**src/acp_pkg.sv**
```systemverilog
package acp_pkg;
    // Register offsets
    localparam logic [7:0] OFS_STAGE = 8'h02;
    localparam logic [7:0] OFS_RUN   = 8'h03;
    localparam logic [7:0] OFS_PAGE  = 8'h0f;
    localparam logic [7:0] OFS_RATE  = 8'h28;
    localparam logic [7:0] OFS_CLKM  = 8'h29;
    // Reset values
    localparam logic [7:0] RST_STAGE = 8'h00;
    localparam logic [7:0] RST_RUN   = 8'h10;
    localparam logic [7:0] RST_PAGE  = 8'h00;
    localparam logic [7:0] RST_RATE  = 8'h00;
    localparam logic [7:0] RST_CLKM  = 8'h00;
    // Field positions
    localparam int FSW_LSB   = 4;
    localparam int BRIDGE_BIT = 2;
    localparam int MOD_LSB   = 0;
    localparam int HOLD_BIT  = 4;
    localparam int MUTE_BIT  = 3;
    localparam int STATE_LSB = 0;
    localparam int WRAP_BIT  = 3;
    localparam int RATIO_LSB = 4;
    localparam int RATE_LSB  = 0;
    // Address walk
    localparam logic [7:0] PAGE_LAST  = 8'h7f;
    localparam logic [7:0] NEXT_START = 8'h08;
    localparam logic [7:0] SAME_START = 8'h00;
    localparam logic [7:0] BANK_BOOK  = 8'h00;
    localparam logic [7:0] BANK_PAGE  = 8'h00;
    // Switching rates, kHz
    localparam logic [9:0] FSW_768 = 10'h300;
    localparam logic [9:0] FSW_384 = 10'h180;
    localparam logic [9:0] FSW_480 = 10'h1e0;
    localparam logic [9:0] FSW_576 = 10'h240;
    // Bit clocks per frame
    localparam logic [9:0] CLKS_32  = 10'h020;
    localparam logic [9:0] CLKS_64  = 10'h040;
    localparam logic [9:0] CLKS_128 = 10'h080;
    localparam logic [9:0] CLKS_256 = 10'h100;
    localparam logic [9:0] CLKS_512 = 10'h200;
    // Sample rates, Hz
    localparam logic [16:0] FS_8K   = 17'h01f40;
    localparam logic [16:0] FS_16K  = 17'h03e80;
    localparam logic [16:0] FS_32K  = 17'h07d00;
    localparam logic [16:0] FS_44K1 = 17'h0ac44;
    localparam logic [16:0] FS_48K  = 17'h0bb80;
    localparam logic [16:0] FS_88K2 = 17'h15888;
    localparam logic [16:0] FS_96K  = 17'h17700;
    // Soft mute ramp
    localparam logic [7:0] GAIN_FULL = 8'hff;
    localparam logic [7:0] GAIN_ZERO = 8'h00;
    localparam int CLK_PERIOD_NS = 10;
    localparam int RAMP_STEP_NS  = 160;
    localparam int RAMP_STEP_CYC = (RAMP_STEP_NS + CLK_PERIOD_NS - 1)
                                   / CLK_PERIOD_NS;

    typedef enum logic [1:0] {
        ACP_MOD_BD, ACP_MOD_SSPWM, ACP_MOD_MIXED, ACP_MOD_UNDEF
    } acp_mod_t;
    typedef enum logic [1:0] {
        ACP_DEEP_SLEEP, ACP_SLEEP, ACP_HIZ, ACP_PLAY
    } acp_state_t;
    typedef enum logic [1:0] {
        ACP_RAMP_IDLE, ACP_RAMP_DOWN, ACP_RAMP_UP
    } acp_ramp_t;
endpackage

```
**src/acp_ifs.sv**
```systemverilog
`timescale 1ns/100ps
interface acp_ptr_if;
    logic       ce;
    logic       load;
    logic       step;
    logic       wrap_dis;
    logic [7:0] ld_book;
    logic [7:0] ld_page;
    logic [7:0] ld_addr;
    logic [7:0] book;
    logic [7:0] page;
    logic [7:0] addr;
    modport ctl (output ce, load, step, wrap_dis, ld_book, ld_page,
                 ld_addr, input book, page, addr);
    modport ptr (input ce, load, step, wrap_dis, ld_book, ld_page,
                 ld_addr, output book, page, addr);
endinterface

interface acp_cfg_if;
    logic [7:0]  stage;
    logic [7:0]  rate;
    logic [9:0]  freq_khz;
    logic        freq_ok;
    logic [9:0]  ratio;
    logic        ratio_ok;
    logic [16:0] rate_hz;
    logic        rate_auto;
    logic        rate_ok;
    modport bank (output stage, rate, input freq_khz, freq_ok, ratio,
                  ratio_ok, rate_hz, rate_auto, rate_ok);
    modport dec (input stage, rate, output freq_khz, freq_ok, ratio,
                 ratio_ok, rate_hz, rate_auto, rate_ok);
endinterface

```
**src/acp_addr_ptr.sv**
```systemverilog
`timescale 1ns/100ps
module acp_addr_ptr (
    input  wire logic clk_in,
    input  wire logic reset_in,
    acp_ptr_if.ptr    pif
);
    logic [7:0] next_book;
    logic [7:0] next_page;
    logic [7:0] next_addr;
    logic [7:0] book;
    logic [7:0] page;
    logic [7:0] addr;

    always_comb begin
        next_book = book;
        next_page = page;
        next_addr = addr;
        if (pif.load) begin
            next_book = pif.ld_book;
            next_page = pif.ld_page;
            next_addr = pif.ld_addr;
        end else if (pif.step) begin
            if (addr != acp_pkg::PAGE_LAST) begin
                next_addr = addr + 8'h01;
            // Advance to next page
            end else if (book != acp_pkg::BANK_BOOK && !pif.wrap_dis) begin
                next_page = page + 8'h01;
                next_addr = acp_pkg::NEXT_START;
            // Wrap within page
            end else begin
                next_addr = acp_pkg::SAME_START;
            end
        end
    end

    always_ff @(posedge clk_in or posedge reset_in) begin
        if (reset_in) begin
            book <= 8'h00;
            page <= 8'h00;
            addr <= 8'h00;
        end else if (pif.ce) begin
            book <= next_book;
            page <= next_page;
            addr <= next_addr;
        end
    end

    assign pif.book = book;
    assign pif.page = page;
    assign pif.addr = addr;
endmodule

```
**src/acp_field_decode.sv**
```systemverilog
`timescale 1ns/100ps
module acp_field_decode (
    acp_cfg_if.dec cif
);
    logic [2:0] fsw;
    logic [3:0] rto;
    logic [3:0] fsm;

    always_comb begin
        fsw = cif.stage[acp_pkg::FSW_LSB +: 3];
        rto = cif.rate[acp_pkg::RATIO_LSB +: 4];
        fsm = cif.rate[acp_pkg::RATE_LSB +: 4];
        cif.freq_ok  = 1'b1;
        cif.ratio_ok = 1'b1;
        cif.rate_ok  = 1'b1;
        cif.rate_auto = 1'b0;
        // Switching rate codes
        unique case (fsw)
            3'h0: cif.freq_khz = acp_pkg::FSW_768;
            3'h1: cif.freq_khz = acp_pkg::FSW_384;
            3'h3: cif.freq_khz = acp_pkg::FSW_480;
            3'h4: cif.freq_khz = acp_pkg::FSW_576;
            default: begin
                cif.freq_khz = 10'h000;
                cif.freq_ok  = 1'b0;
            end
        endcase
        // Bit clock ratio codes
        unique case (rto)
            4'h3: cif.ratio = acp_pkg::CLKS_32;
            4'h5: cif.ratio = acp_pkg::CLKS_64;
            4'h7: cif.ratio = acp_pkg::CLKS_128;
            4'h9: cif.ratio = acp_pkg::CLKS_256;
            4'hb: cif.ratio = acp_pkg::CLKS_512;
            default: begin
                cif.ratio    = 10'h000;
                cif.ratio_ok = 1'b0;
            end
        endcase
        // Sample rate codes
        unique case (fsm)
            4'h0: begin
                cif.rate_hz   = 17'h00000;
                cif.rate_auto = 1'b1;
            end
            4'h2: cif.rate_hz = acp_pkg::FS_8K;
            4'h4: cif.rate_hz = acp_pkg::FS_16K;
            4'h6: cif.rate_hz = acp_pkg::FS_32K;
            4'h8: cif.rate_hz = acp_pkg::FS_44K1;
            4'h9: cif.rate_hz = acp_pkg::FS_48K;
            4'ha: cif.rate_hz = acp_pkg::FS_88K2;
            4'hb: cif.rate_hz = acp_pkg::FS_96K;
            default: begin
                cif.rate_hz = 17'h00000;
                cif.rate_ok = 1'b0;
            end
        endcase
    end
endmodule

```
**src/acp_regs.sv**
```systemverilog
`timescale 1ns/100ps
// Summary of operation
// Switch code 000/001/011/100 gives 768/384/480/576 kHz.
// The host never writes switch codes 010, 101, 110 or 111.
// Bridge bit clear gives stereo bridge outputs, set gives mono.
// Modulation 00 two-level, 01 single-side, 10 mixed low idle.
// The host never writes modulation code 11.
// Processor hold resets set; clearing it lets the processor run.
// The host clears the hold only once input clocks have settled.
// Mute bit ramps the single volume gain smoothly down, and back up.
// State field 00 deep sleep, 01 sleep, 10 hi-z, 11 play.
// Wrap bit clear in non-zero book: page end goes to 8 of next.
// Wrap bit set: page end goes to location 0 of same page.
// Ratio 0011..1011 gives 32, 64, 128, 256, 512 clocks per frame.
// Rate field selects auto detection or a fixed sample rate.
// The host sets the rate field to the real rate or to auto.
// Fields read back as written and take reset values on reset.
module acp_regs #(
    parameter int RAMP_CYC = acp_pkg::RAMP_STEP_CYC
) (
    input  wire logic        clk_in,
    input  wire logic        reset_in,
    input  wire logic        enable_in,
    input  wire logic        cmd_load_in,
    input  wire logic [7:0]  cmd_book_in,
    input  wire logic [7:0]  cmd_page_in,
    input  wire logic [7:0]  cmd_addr_in,
    input  wire logic        cmd_valid_in,
    input  wire logic        cmd_write_in,
    input  wire logic [7:0]  cmd_wdata_in,
    output logic      [7:0]  rd_data_out,
    output logic             rd_valid_out,
    output logic      [7:0]  ptr_page_out,
    output logic      [7:0]  ptr_addr_out,
    output logic      [9:0]  switch_freq_khz_out,
    output logic             switch_freq_ok_out,
    output logic             bridge_parallel_out,
    output acp_pkg::acp_mod_t modulation_out,
    output logic             processor_hold_out,
    output logic             soft_mute_out,
    output logic      [7:0]  volume_gain_out,
    output acp_pkg::acp_state_t power_state_out,
    output logic      [9:0]  bitclock_ratio_out,
    output logic             ratio_ok_out,
    output logic      [16:0] sample_rate_hz_out,
    output logic             rate_auto_out,
    output logic             rate_ok_out,
    output logic      [7:0]  clock_fault_mask_out
);
    // ------------------------------------------------------------
    // Address pointer and decoder
    // ------------------------------------------------------------
    acp_ptr_if pif ();
    acp_cfg_if cif ();

    acp_addr_ptr u_ptr (
        .clk_in   (clk_in),
        .reset_in (reset_in),
        .pif      (pif)
    );
    acp_field_decode u_dec (
        .cif (cif)
    );

    logic [7:0] stage;
    logic [7:0] run;
    logic [7:0] pgc;
    logic [7:0] rate;
    logic [7:0] clkm;
    logic [7:0] next_stage;
    logic [7:0] next_run;
    logic [7:0] next_pgc;
    logic [7:0] next_rate;
    logic [7:0] next_clkm;
    logic       acc;
    logic [2:0] sel;

    // Index 0 means no register at this place
    function automatic logic [2:0] bank_sel(input logic [7:0] bk,
                                            input logic [7:0] pg,
                                            input logic [7:0] ad);
        if (bk != acp_pkg::BANK_BOOK || pg != acp_pkg::BANK_PAGE)
            return 3'h0;
        unique case (ad)
            acp_pkg::OFS_STAGE: return 3'h1;
            acp_pkg::OFS_RUN:   return 3'h2;
            acp_pkg::OFS_PAGE:  return 3'h3;
            acp_pkg::OFS_RATE:  return 3'h4;
            acp_pkg::OFS_CLKM:  return 3'h5;
            default:            return 3'h0;
        endcase
    endfunction

    always_comb begin
        acc          = cmd_valid_in && !cmd_load_in;
        sel          = bank_sel(pif.book, pif.page, pif.addr);
        pif.ce       = enable_in;
        pif.load     = cmd_load_in;
        pif.step     = acc;
        pif.wrap_dis = pgc[acp_pkg::WRAP_BIT];
        pif.ld_book  = cmd_book_in;
        pif.ld_page  = cmd_page_in;
        pif.ld_addr  = cmd_addr_in;
        cif.stage    = stage;
        cif.rate     = rate;
    end

    // ------------------------------------------------------------
    // Register bank
    // ------------------------------------------------------------
    always_comb begin
        next_stage = stage;
        next_run   = run;
        next_pgc   = pgc;
        next_rate  = rate;
        next_clkm  = clkm;
        // Whole byte stored
        if (acc && cmd_write_in) begin
            unique case (sel)
                3'h1: next_stage = cmd_wdata_in;
                3'h2: next_run   = cmd_wdata_in;
                3'h3: next_pgc   = cmd_wdata_in;
                3'h4: next_rate  = cmd_wdata_in;
                3'h5: next_clkm  = cmd_wdata_in;
                default: ;
            endcase
        end
    end

    // Reset values
    always_ff @(posedge clk_in or posedge reset_in) begin
        if (reset_in) begin
            stage <= acp_pkg::RST_STAGE;
            run   <= acp_pkg::RST_RUN;
            pgc   <= acp_pkg::RST_PAGE;
            rate  <= acp_pkg::RST_RATE;
            clkm  <= acp_pkg::RST_CLKM;
        end else if (enable_in) begin
            stage <= next_stage;
            run   <= next_run;
            pgc   <= next_pgc;
            rate  <= next_rate;
            clkm  <= next_clkm;
        end
    end

    // ------------------------------------------------------------
    // Read port
    // ------------------------------------------------------------
    logic [7:0] next_rd_data;
    logic       next_rd_valid;

    always_comb begin
        next_rd_valid = acc && !cmd_write_in;
        next_rd_data  = 8'h00;
        // Read back stored byte
        if (next_rd_valid) begin
            unique case (sel)
                3'h1: next_rd_data = stage;
                3'h2: next_rd_data = run;
                3'h3: next_rd_data = pgc;
                3'h4: next_rd_data = rate;
                3'h5: next_rd_data = clkm;
                default: next_rd_data = 8'h00;
            endcase
        end
    end

    always_ff @(posedge clk_in or posedge reset_in) begin
        if (reset_in) begin
            rd_data_out  <= 8'h00;
            rd_valid_out <= 1'b0;
        end else if (enable_in) begin
            rd_data_out  <= next_rd_data;
            rd_valid_out <= next_rd_valid;
        end
    end

    // ------------------------------------------------------------
    // Soft mute ramp
    // ------------------------------------------------------------
    acp_pkg::acp_ramp_t ramp;
    acp_pkg::acp_ramp_t next_ramp;
    logic [15:0] tick;
    logic [15:0] next_tick;
    logic [7:0]  gain;
    logic [7:0]  next_gain;
    logic        muted;

    always_comb begin
        muted     = run[acp_pkg::MUTE_BIT];
        next_gain = gain;
        next_tick = tick;
        // Ramp direction follows mute
        if (muted && gain != acp_pkg::GAIN_ZERO)
            next_ramp = acp_pkg::ACP_RAMP_DOWN;
        else if (!muted && gain != acp_pkg::GAIN_FULL)
            next_ramp = acp_pkg::ACP_RAMP_UP;
        else
            next_ramp = acp_pkg::ACP_RAMP_IDLE;
        if (ramp == acp_pkg::ACP_RAMP_IDLE) begin
            next_tick = 16'h0000;
        end else if (tick != 16'(RAMP_CYC - 1)) begin
            next_tick = tick + 16'h0001;
        end else begin
            next_tick = 16'h0000;
            // One gain step per interval
            unique case (ramp)
                acp_pkg::ACP_RAMP_DOWN:
                    if (muted && gain != acp_pkg::GAIN_ZERO)
                        next_gain = gain - 8'h01;
                acp_pkg::ACP_RAMP_UP:
                    if (!muted && gain != acp_pkg::GAIN_FULL)
                        next_gain = gain + 8'h01;
                default: ;
            endcase
        end
    end

    always_ff @(posedge clk_in or posedge reset_in) begin
        if (reset_in) begin
            ramp <= acp_pkg::ACP_RAMP_IDLE;
            tick <= 16'h0000;
            gain <= acp_pkg::GAIN_FULL;
        end else if (enable_in) begin
            ramp <= next_ramp;
            tick <= next_tick;
            gain <= next_gain;
        end
    end

    // ------------------------------------------------------------
    // Control outputs
    // ------------------------------------------------------------
    always_ff @(posedge clk_in or posedge reset_in) begin
        if (reset_in) begin
            ptr_page_out         <= 8'h00;
            ptr_addr_out         <= 8'h00;
            switch_freq_khz_out  <= acp_pkg::FSW_768;
            switch_freq_ok_out   <= 1'b1;
            bridge_parallel_out  <= 1'b0;
            modulation_out       <= acp_pkg::ACP_MOD_BD;
            processor_hold_out   <= 1'b1;
            soft_mute_out        <= 1'b0;
            volume_gain_out      <= acp_pkg::GAIN_FULL;
            power_state_out      <= acp_pkg::ACP_DEEP_SLEEP;
            bitclock_ratio_out   <= 10'h000;
            ratio_ok_out         <= 1'b0;
            sample_rate_hz_out   <= 17'h00000;
            rate_auto_out        <= 1'b1;
            rate_ok_out          <= 1'b1;
            clock_fault_mask_out <= acp_pkg::RST_CLKM;
        end else if (enable_in) begin
            ptr_page_out         <= pif.page;
            ptr_addr_out         <= pif.addr;
            // Switching rate out
            switch_freq_khz_out  <= cif.freq_khz;
            switch_freq_ok_out   <= cif.freq_ok;
            // Bridge topology
            bridge_parallel_out  <= stage[acp_pkg::BRIDGE_BIT];
            // Modulation scheme
            modulation_out       <=
                acp_pkg::acp_mod_t'(stage[acp_pkg::MOD_LSB +: 2]);
            // Processor hold
            processor_hold_out   <= run[acp_pkg::HOLD_BIT];
            soft_mute_out        <= muted;
            volume_gain_out      <= gain;
            // Power state request
            power_state_out      <=
                acp_pkg::acp_state_t'(run[acp_pkg::STATE_LSB +: 2]);
            // Bit clock ratio
            bitclock_ratio_out   <= cif.ratio;
            ratio_ok_out         <= cif.ratio_ok;
            // Sample rate mode
            sample_rate_hz_out   <= cif.rate_hz;
            rate_auto_out        <= cif.rate_auto;
            rate_ok_out          <= cif.rate_ok;
            clock_fault_mask_out <= clkm;
        end
    end
endmodule

```
**config.mk**
```make
export PLATFORM = sky130hd
export DESIGN_NAME = acp_regs
export DESIGN_NICKNAME = d
export VERILOG_FILES = /design/src/acp_pkg.sv /design/src/acp_ifs.sv /design/src/acp_addr_ptr.sv /design/src/acp_field_decode.sv /design/src/acp_regs.sv
export SDC_FILE = /design/constraint.sdc
export NUM_CORES = 1
export LEC_CHECK = 0
export BUFFER_PORTS_ARGS = -buffer_cell sky130_fd_sc_hd__buf_2
export CAP_MARGIN = 0
export CORE_MARGIN = 3
export CORE_UTILIZATION = 55
export DETAILED_ROUTE_END_ITERATION = 7
export PLACE_DENSITY = 0.78
export SKIP_LAST_GASP = 1
export SLEW_MARGIN = 20
export SYNTH_ARGS = -nofsm -noshare
export SYNTH_HDL_FRONTEND = slang
export SYNTH_SLANG_ARGS = --single-unit
```
**constraint.sdc**
```tcl
create_clock -name clk_in -period 6.63 [get_ports clk_in]
set_input_delay 0.663 -clock clk_in [delete_from_list [all_inputs] [get_ports clk_in]]
set_output_delay 0.663 -clock clk_in [all_outputs]
set_load 0.005 [all_outputs]
```
Yosys cells after proc, flatten, opt, wreduce, memory -nomap -nowiden
Cells that the tools add are included.

Register bits after elaboration: 179. Bits of input ports: 38. Output and inout port bits: 89. Logic and storage cells: 129.

Add/sub/neg operators: 5. Eq/ne operators: 33. Muxes and demuxes: 28. Bitwise gates (word level): 2. Reductions and logical operators: 32.

Operator list (number): one-hot mux 17 bit (7 select lines) (1); 2-to-1 mux 8 bit (10); one-hot mux 10 bit (5 select lines) (1); one-hot mux 10 bit (4 select lines) (1); one-hot mux 8 bit (5 select lines) (1); 2-to-1 mux 16 bit (2); adder 8 x 1 -> 8 bit (second input constant) (3); equality test 4 bit (second input constant) (6); nonzero test 8 bit (3); adder 16 x 1 -> 16 bit (second input constant) (1); equality test 4 x 3 -> 1 bit (second input constant) (4); equality test 8 x 2 -> 1 bit (second input constant) (2); equality test 8 x 6 -> 1 bit (second input constant) (2); inequality test 16 x 4 -> 1 bit (second input constant) (1); one-hot mux 8 bit (2 select lines) (1); one-hot mux 3 bit (5 select lines) (1); AND reduction 3 bit (5); equality test 3 x 2 -> 1 bit (second input constant) (3); equality test 3 bit (second input constant) (3); equality test 4 x 2 -> 1 bit (second input constant) (2); equality test 8 x 4 -> 1 bit (second input constant) (1); inequality test 8 x 7 -> 1 bit (second input constant) (1); inequality test 8 bit (second input constant) (1); OR reduction 8 bit (1); other kinds (22) (43).

Depth between registers and ports, before layout
Gate-level depths: netlist of run 1.

Word-level depth: 7. Gate-level depth with buffers: 9. Gate-level depth less buffers: 9.

Cells and area by module
From an unflattened synthesis of run 1, not the netlist that was laid out.

Cell total of the unflattened synthesis: 785. Area total of the unflattened synthesis: 8958.6 sq um.

Modules (own cells, without submodules): acp_regs (instances 1, cells each 564, area an instance 7093.1 sq um); acp_addr_ptr (instances 1, cells each 149, area an instance 1417.6 sq um); acp_field_decode (instances 1, cells each 72, area an instance 447.9 sq um).

Worst setup path before layout of run 1
Ideal clock, no wire load.

Path type: input to register. Start: in cmd_load_in. End: reg rate[0] (netlist: cif.rate[0]). Data arrival time: 2.303 ns. Required time: 6.505 ns. Path slack: 4.202 ns. Stages: 6. Cell sequence: clkbuf_1 and3b_1 nand4_1 nor3_4 nor3b_4 mux2_2.

Longest elaborated chain between the ends: 4.

RTL lines: start, declared (RTL line acp_regs.sv:24) `input wire logic cmd_load_in,`; zero test 1 bit (RTL line acp_regs.sv:95) `acc = cmd_valid_in && !cmd_load_in;`; logical AND 1 bit (RTL line acp_regs.sv:95); logical AND 1 bit (RTL line acp_regs.sv:118) `if (acc && cmd_write_in) begin`; AND reduction 3 bit (no source line); end signal, assigned (RTL line acp_regs.sv:136) `rate <= acp_pkg::RST_RATE;`; end signal, assigned (RTL line acp_regs.sv:142) `rate <= next_rate;`; end, declared (RTL line acp_regs.sv:68) `logic [7:0] rate;`.

No other way between the ends. A chain may end at the register's enable or synchronous reset.

Worst setup path in the final report of run 1
Start: reg u_ptr.addr[4] (netlist: u_ptr.pif.addr[4]). End: reg run[5].

Longest elaborated chain between the ends: 5. Elaborated cells on any way between the ends: 9. Classes of those cells: eq/ne (6); mux (2); reduce/logical (1).

RTL lines: start, declared (RTL line acp_addr_ptr.sv:12) `logic [7:0] addr;`; start signal, assigned (RTL line acp_addr_ptr.sv:44) `addr <= next_addr;`; equality test 8 x 6 -> 1 bit (tied with other cells) (RTL line acp_regs.sv:84) `unique case (ad)`; one-hot mux 3 bit (5 select lines) * (RTL line acp_regs.sv:84); 2-to-1 mux 3 bit * (RTL line acp_regs.sv:84); equality test 3 x 2 -> 1 bit * (RTL line acp_regs.sv:119) `unique case (sel)`; AND reduction 3 bit (no source line) *; end signal, assigned (RTL line acp_regs.sv:134) `run <= acp_pkg::RST_RUN;`; end signal, assigned (RTL line acp_regs.sv:140) `run <= next_run;`; end, declared (RTL line acp_regs.sv:66) `logic [7:0] run;`.

Every way passes the cells marked *; elsewhere a longest branch is shown, timed or not.

==> results.yml, run 1 <==
synth:
  yosys.area.top_type_share_pct: 43.4
  synth_compound_area_share_pct: 11.2
  ys_async_sr_fraction_pct: 100
  synth_cell_types: 69
  synth_top_area_cell: "dfrtp_1"
  seq_area_frac_synth_pct: 50.8
  synth_fa_ha_area_share_pct: 2.69
  synth_xor_area_share_pct: 2.25
  synth_cells: 722
  yosysMostFrequentCell: "dfrtp_1"
  synthSimpleGateAreaFrac_pct: 14.1
  synth_warnings: 0
  avgSynthCellArea_um2: 11.3
  synth_top_family_by_area: "multiplexers"
  muxShareOfSynthArea_pct: 14.5
  ys_ff_latch: 165
  synth_ff_type: "dfrtp_1"
  synth_area_leaders: "dfrtp_1, mux2_2, dfstp_2, ha_1, o21ai_0"
  synth_edf_count: 0
  synth_common_cells: "dfrtp_1, mux2_2, nor2_1, o21ai_0, nand2_1"
  syn-cell-area_um2: 8180
clock_tree:
  cts_sinks: 165
  cts_made_buffers: 17
  htreeDepth: 4
  cts_resized: 0
  cts_tree: "yes"
  post_cts_buffers: 0
  cts.path.max_buffers: 2
  hold_buffers: 0
  clkSlewWorstSetupHoldPaths_ps: 70
  worst_skew_pair.late_latency_ps: 430
  root_buffer: "clkbuf_16"
floorplan:
  start_util_pct: 57.6
  die-area_um2: 16400
  num_io_pins: 127
  fp-row-count: 43
  coreArea_um2: 14200
  die_width_um: 128
  die_y_um: 128
timing:
  tns_ps: 0
  relSlewSlack_pct: 35.0
  holdWs_ps: 415
  setup_violations: 0
  skew_ps: 9.59
  rsz0062_at_grt: "false"
  worst_pin_slew_ps: 975
  post-route-period-util_pct: 46.1
  finalMaxSlewViolations: 0
  period_minus_slack_ps: 3060
  finalHoldViolations: 0
  max_freq_mhz: 327
routing:
  drtIter0Drc: 567
  vias_per_cell: 6.07
  drc: 0
  ant_nets: 0
  drt-pass1-iter-count: 5
  wl_um: 19000
  vias: 6133
  wire_per_inst_um: 18.8
worst_setup_path:
  crit_chain: "nor4_4, nand3_1, nor3_2, and2_1, mux2_2"
  critical_path_required_ps: 6940
  cp_slowest_cell: "nor3_2"
  cp-start-kind: "flop"
  max_stage_delay_ps: 630
  critical_path_class: "reg -> reg"
  regToRegSetupSlack_ps: 3570
  cp.arrival_ps: 3370
  worst-path-buf-inv: 0
  endpoint_kind: "flop"
  cp_top_family: "simple AND/OR/NAND/NOR gates"
  worst-path-max-fanout: 12
finish:
  num-fill-cells: 1082
  drive_above_1_share_pct: 35.3
  syn2layout_area_growth_pct: 14.8
  multi_input_area_um2: 3710
  ff_latch_area_um2: 4160
  regMostFlops: "tick"
  antenna_cells: 0
  top_regs: "tick (16), sample_rate_hz_out (13)"
  final_nets: 872
  largest_reg_flops: 16
power_and_ir_drop:
  leakagePower_nw: 4.50
  peakVddDrop_mv: 0.197
  powerDensity_nw_per_um2: 255
status:
  status: "completed"
place:
  place.gp.congestion: 0.897
  place_hpwl_um: 13000
  port_buffers: 112
grt:
  antenna_found_initial: 0
  overflow: 0
  grt_pass1_wl_um: 31100
  grt_use_total_pct: 23.9
  first_global_vias: 6028
  grt_max_degree: 96
flow_run:
  drv_cap: 0
hold_path:
  min-delay-path-class: "in -> async"
-- cells in the final DEF, fill, tap and decap left out, types with 16 or more instances in the layout --
master,Yosys,routed
o21ai_0,34,34
dfrtp_1,142,142
clkbuf_16,0,17
nor2_1,45,45
a21oi_1,25,25
nand3_1,17,17
nand4_1,18,18
mux2_2,99,99
inv_1,24,22
ha_1,16,16
nand2_1,30,30
dfstp_2,23,23
buf_2,6,111
-- path summary, 6_finish.rpt --
check                                              startpoint                            end  cells after the start
worst max-delay path            u_ptr.pif.addr[4]$_DFFE_PP0P_             run[5]$_DFFE_PP0P_                      5
worst min-delay path                                 reset_in  u_ptr.pif.book[3]$_DFFE_PP0P_                      2
worst max register to register  u_ptr.pif.addr[4]$_DFFE_PP0P_             run[5]$_DFFE_PP0P_                      5
worst min register to register      rate_auto_out$_DFFE_PP1P_      rate_auto_out$_DFFE_PP1P_                      1
max in group asynchronous                            reset_in  u_ptr.pif.addr[4]$_DFFE_PP0P_                      3
min in group clk_in                            cmd_book_in[6]  u_ptr.pif.book[6]$_DFFE_PP0P_                      2
-- report_power, final --
| part | leakage (nW) | switching (W) | total [W] | internal [W] |
|---|---|---|---|---|
| logic | 2.07 | 0.000133 | 0.000235 | 0.000103 |
| registers | 2.13 | 0.0000617 | 0.00113 | 0.00106 |
| clock network | 0.303 | 0.000433 | 0.00104 | 0.000603 |
| total | 4.50 | 0.000627 | 0.00240 | 0.00177 |
-- routing by layer --
metal | part of all wire, % | global-route usage, % | up-vias
li1 | - | - | 2794
met1 | 43 | 31.6 | 3065
met2 | 49 | 38.5 | 237
met3 | 6.2 | 5.88 | 37
met4 | 2.4 | 8.86 | 0
met5 | 0 | 0 | -
-- final cells by class --
type / instances / share of cell area [%]
repair buffers: 115 / 6.23
inverters: 24 / 1.01
multi-input cells: 494 / 39.5
clock inverters: 15 / 2.09
clock buffers: 17 / 4.53
well taps: 180 / 2.40
flip-flops and latches: 165 / 44.2
-- cell families (layout without fill, tap and decap cells) --
kind of cell / after synthesis / in the layout
AOI/OAI and AO/OA: 137 / 137
xor gates and xnor gates: 21 / 21
adders and majority gates: 17 / 17
buffers and inverters: 76 / 171
DFF: 165 / 165
muxes: 106 / 106
other: 1 / 14
and+or+nand+nor: 199 / 199
-- through the flow --
step | utilization (%) | power (W) | setup slack (ps) | cell area (µm²) | cells
after detailed placement | 61.8 | 0.00138 | 3640 | 8770 | 978
after CTS | 66.2 | 0.00241 | 3610 | 9400 | 1010
after global placement | 61.8 | 0.00137 | 3680 | 8770 | 978
after global routing | 66.2 | 0.00250 | 3360 | 9400 | 1010
final | 66.2 | 0.00240 | 3570 | 9400 | 1010
after floorplan | - | 0.00129 | 1540 | 8230 | 735
Note: power is estimated with default switching activity, not from simulation.
==> inputs of run 2 (changes only) <==
--- a/config.mk
+++ b/config.mk
@@ -5,12 +5,13 @@
 export SDC_FILE = /design/constraint.sdc
 export NUM_CORES = 1
 export LEC_CHECK = 0
+export ABC_AREA = 1
 export BUFFER_PORTS_ARGS = -buffer_cell sky130_fd_sc_hd__buf_2
 export CAP_MARGIN = 0
 export CORE_MARGIN = 3
-export CORE_UTILIZATION = 55
+export CORE_UTILIZATION = 52
 export DETAILED_ROUTE_END_ITERATION = 7
-export PLACE_DENSITY = 0.78
+export PLACE_DENSITY = 0.77
 export SKIP_LAST_GASP = 1
 export SLEW_MARGIN = 20
 export SYNTH_ARGS = -nofsm -noshare
==> constraint.sdc (replaced) <==
create_clock -name clk_in -period 2.46 [get_ports clk_in]
set_input_delay 0.246 -clock clk_in [delete_from_list [all_inputs] [get_ports clk_in]]
set_output_delay 0.246 -clock clk_in [all_outputs]
set_load 0.005 [all_outputs]
==> results.yml, run 2 <==
finish:
  largest_reg_flops: 16
  final_util_pct: 61.9
  top_regs: "tick (16), sample_rate_hz_out (13)"
  final_nets: 1147
  final_common_cell: "nand2_1"
  syn2layout_area_growth_pct: 15.3
  regMostFlops: "tick"
  drive_above_1_share_pct: 20.5
  mostFrequentLayoutCells: "nand2_1, dfrtp_1, buf_2, inv_1, nor2_1"
worst_setup_path:
  critical_path_class: "reg -> reg"
  critical_path_required_ps: 2760
  endpoint_kind: "flop"
  cp-start-kind: "flop"
  cp.arrival_ps: 2470
  worst-path-max-fanout: 16
timing:
  relSlewSlack_pct: 56.0
  finalMaxSlewViolations: 0
  post-route-period-util_pct: 88.3
  tns_ps: 0
  max_freq_mhz: 461
  skew_ps: 9.51
  worst_pin_slew_ps: 659
  rsz0062_at_grt: "false"
  setup_violations: 0
  holdWs_ps: 46.6
  period_minus_slack_ps: 2170
  finalHoldViolations: 0
grt:
  overflow: 0
  use_met2_pct: 34.8
  grt_use_total_pct: 22.5
  use_met3_pct: 3.97
  grt_util_met1_pct: 32.7
  grt_pass1_wl_um: 32000
  antenna_found_initial: 1
  grt_max_degree: 82
  first_global_vias: 6376
  busiest_layer: "met2"
routing:
  vias: 6997
  drc: 0
  ant_nets: 0
  vias_per_cell: 5.31
  wl_um: 19500
  drt-pass1-iter-count: 5
  wire_per_inst_um: 14.8
  drtIter0Drc: 733
clock_tree:
  worst_skew_pair.late_latency_ps: 430
  cts.path.max_buffers: 2
  root_buffer: "clkbuf_16"
  hold_buffers: 1
  cts_made_buffers: 17
  htreeDepth: 4
  cts_sinks: 165
  cts_tree: "yes"
  post_cts_buffers: 0
  clkSlewWorstSetupHoldPaths_ps: 60
  cts_resized: 0
floorplan:
  fp-row-count: 45
  start_util_pct: 53.7
  die_width_um: 132
  die-area_um2: 17400
  die_y_um: 132
  num_io_pins: 127
  coreArea_um2: 15400
flow_run:
  drv_cap: 0
synth:
  yosys.area.top_type_share_pct: 43.0
  synth_top_area_cell: "dfrtp_1"
  avgSynthCellArea_um2: 8.35
  synth_ff_type: "dfrtp_1"
  ys_async_sr_fraction_pct: 100
  synth_cell_types: 51
  ys_ff_latch: 165
  yosysMostFrequentCell: "nand2_1"
  synth_common_cells: "nand2_1, dfrtp_1, inv_1, nor2_1, o21ai_0"
  seq_area_frac_synth_pct: 50.4
  synth_area_leaders: "dfrtp_1, nand2_1, dfstp_2, o21ai_0, inv_1"
  synth_cells: 988
  synth_edf_count: 0
  synth_warnings: 0
  syn-cell-area_um2: 8250
power_and_ir_drop:
  powerDensity_nw_per_um2: 656
  leakagePower_nw: 4.79
  peakVddDrop_mv: 0.467
place:
  place_hpwl_um: 14100
  place.gp.congestion: 0.931
  port_buffers: 112
status:
  status: "completed"
hold_path:
  min-delay-path-class: "in -> reg"
## run 2: changes by cell type in the layout (fill, tap and decap cells not counted), sizes merged, moves of 8 or more
cell	previous run	this run
nand2	31	288
and3	11	0
nor2	45	88
mux2	99	8
a22oi	10	2
inv	29	99
o21ai	36	110
and4	8	0
and2	9	0
nand3	19	60
## run 2: report_power, final
part           internal (W)  total (W)  switching (W)
clock network       0.00140    0.00252        0.00112
registers           0.00288    0.00300       0.000125
logic              0.000262   0.000724       0.000462
## run 2: cells by family (layout without fill, tap and decap cells)
logic type	Yosys count	after routing	synth area share [%]
compound gates	163	163	10.9
other cells	1	15	0.0454
fa+ha+maj	17	17	2.67
xor+xnor	11	11	1.17
simple gates	476	476	25.6
flops	165	165	50.4
buf+inv	147	251	8.16
mux	8	8	1.09
## run 2: final cells by class
type                            count  area, µm²
Tap cell                          211        264
Timing Repair Buffer              122        688
Clock inverter                     14        128
Sequential cell                   165       4160
Antenna cell                        1       2.50
Fill cell                        1334       5860
Inverter                           97        373
Clock buffer                       18        429
Multi-Input combinational cell    689       3470
## run 2: critical path, stage by stage, from the launching register on
cell	delay, ps
dfrtp_1	410
inv_1	110
ha_1	150
nand3_1	80
nor2_1	160
nand2_2	210
nor2_4	330
nand3_2	370
nand2_1	170
o21ai_1	80
## run 2: final timing paths
check / from / endpoint / slack [ps] / cells past startpoint
setup / recovery: u_ptr.pif.page[0]$_DFFE_PP0P_ / clkm[2]$_DFFE_PP0P_ / 290 / 9
hold / removal: cmd_book_in[7] / u_ptr.pif.book[7]$_DFFE_PP0P_ / 50 / 2
setup reg to reg: u_ptr.pif.page[0]$_DFFE_PP0P_ / clkm[2]$_DFFE_PP0P_ / 290 / 9
hold reg to reg: volume_gain_out[3]$_DFFE_PP1P_ / volume_gain_out[3]$_DFFE_PP1P_ / 460 / 2
max in group asynchronous: reset_in / run[4]$_DFFE_PP1P_ / 1280 / 4
min in group asynchronous: reset_in / tick[6]$_DFFE_PP0P_ / 410 / 3
## run 2: metrics by stage
step	cells	total power [W]	instance area [µm²]	setup slack, ps
global route	1317	0.00648	9510	57.6
CTS	1316	0.00627	9510	325
floorplan	1001	0.00352	8310	134
global placement	1283	0.00375	8940	399
finish	1317	0.00624	9510	289
detailed placement	1283	0.00377	8940	369
## run 2: metal layers
metal,vias up,wire length (µm)
li1,3417,-
met1,3326,9030
met2,229,9090
met3,25,1050
met4,0,327
met5,-,0
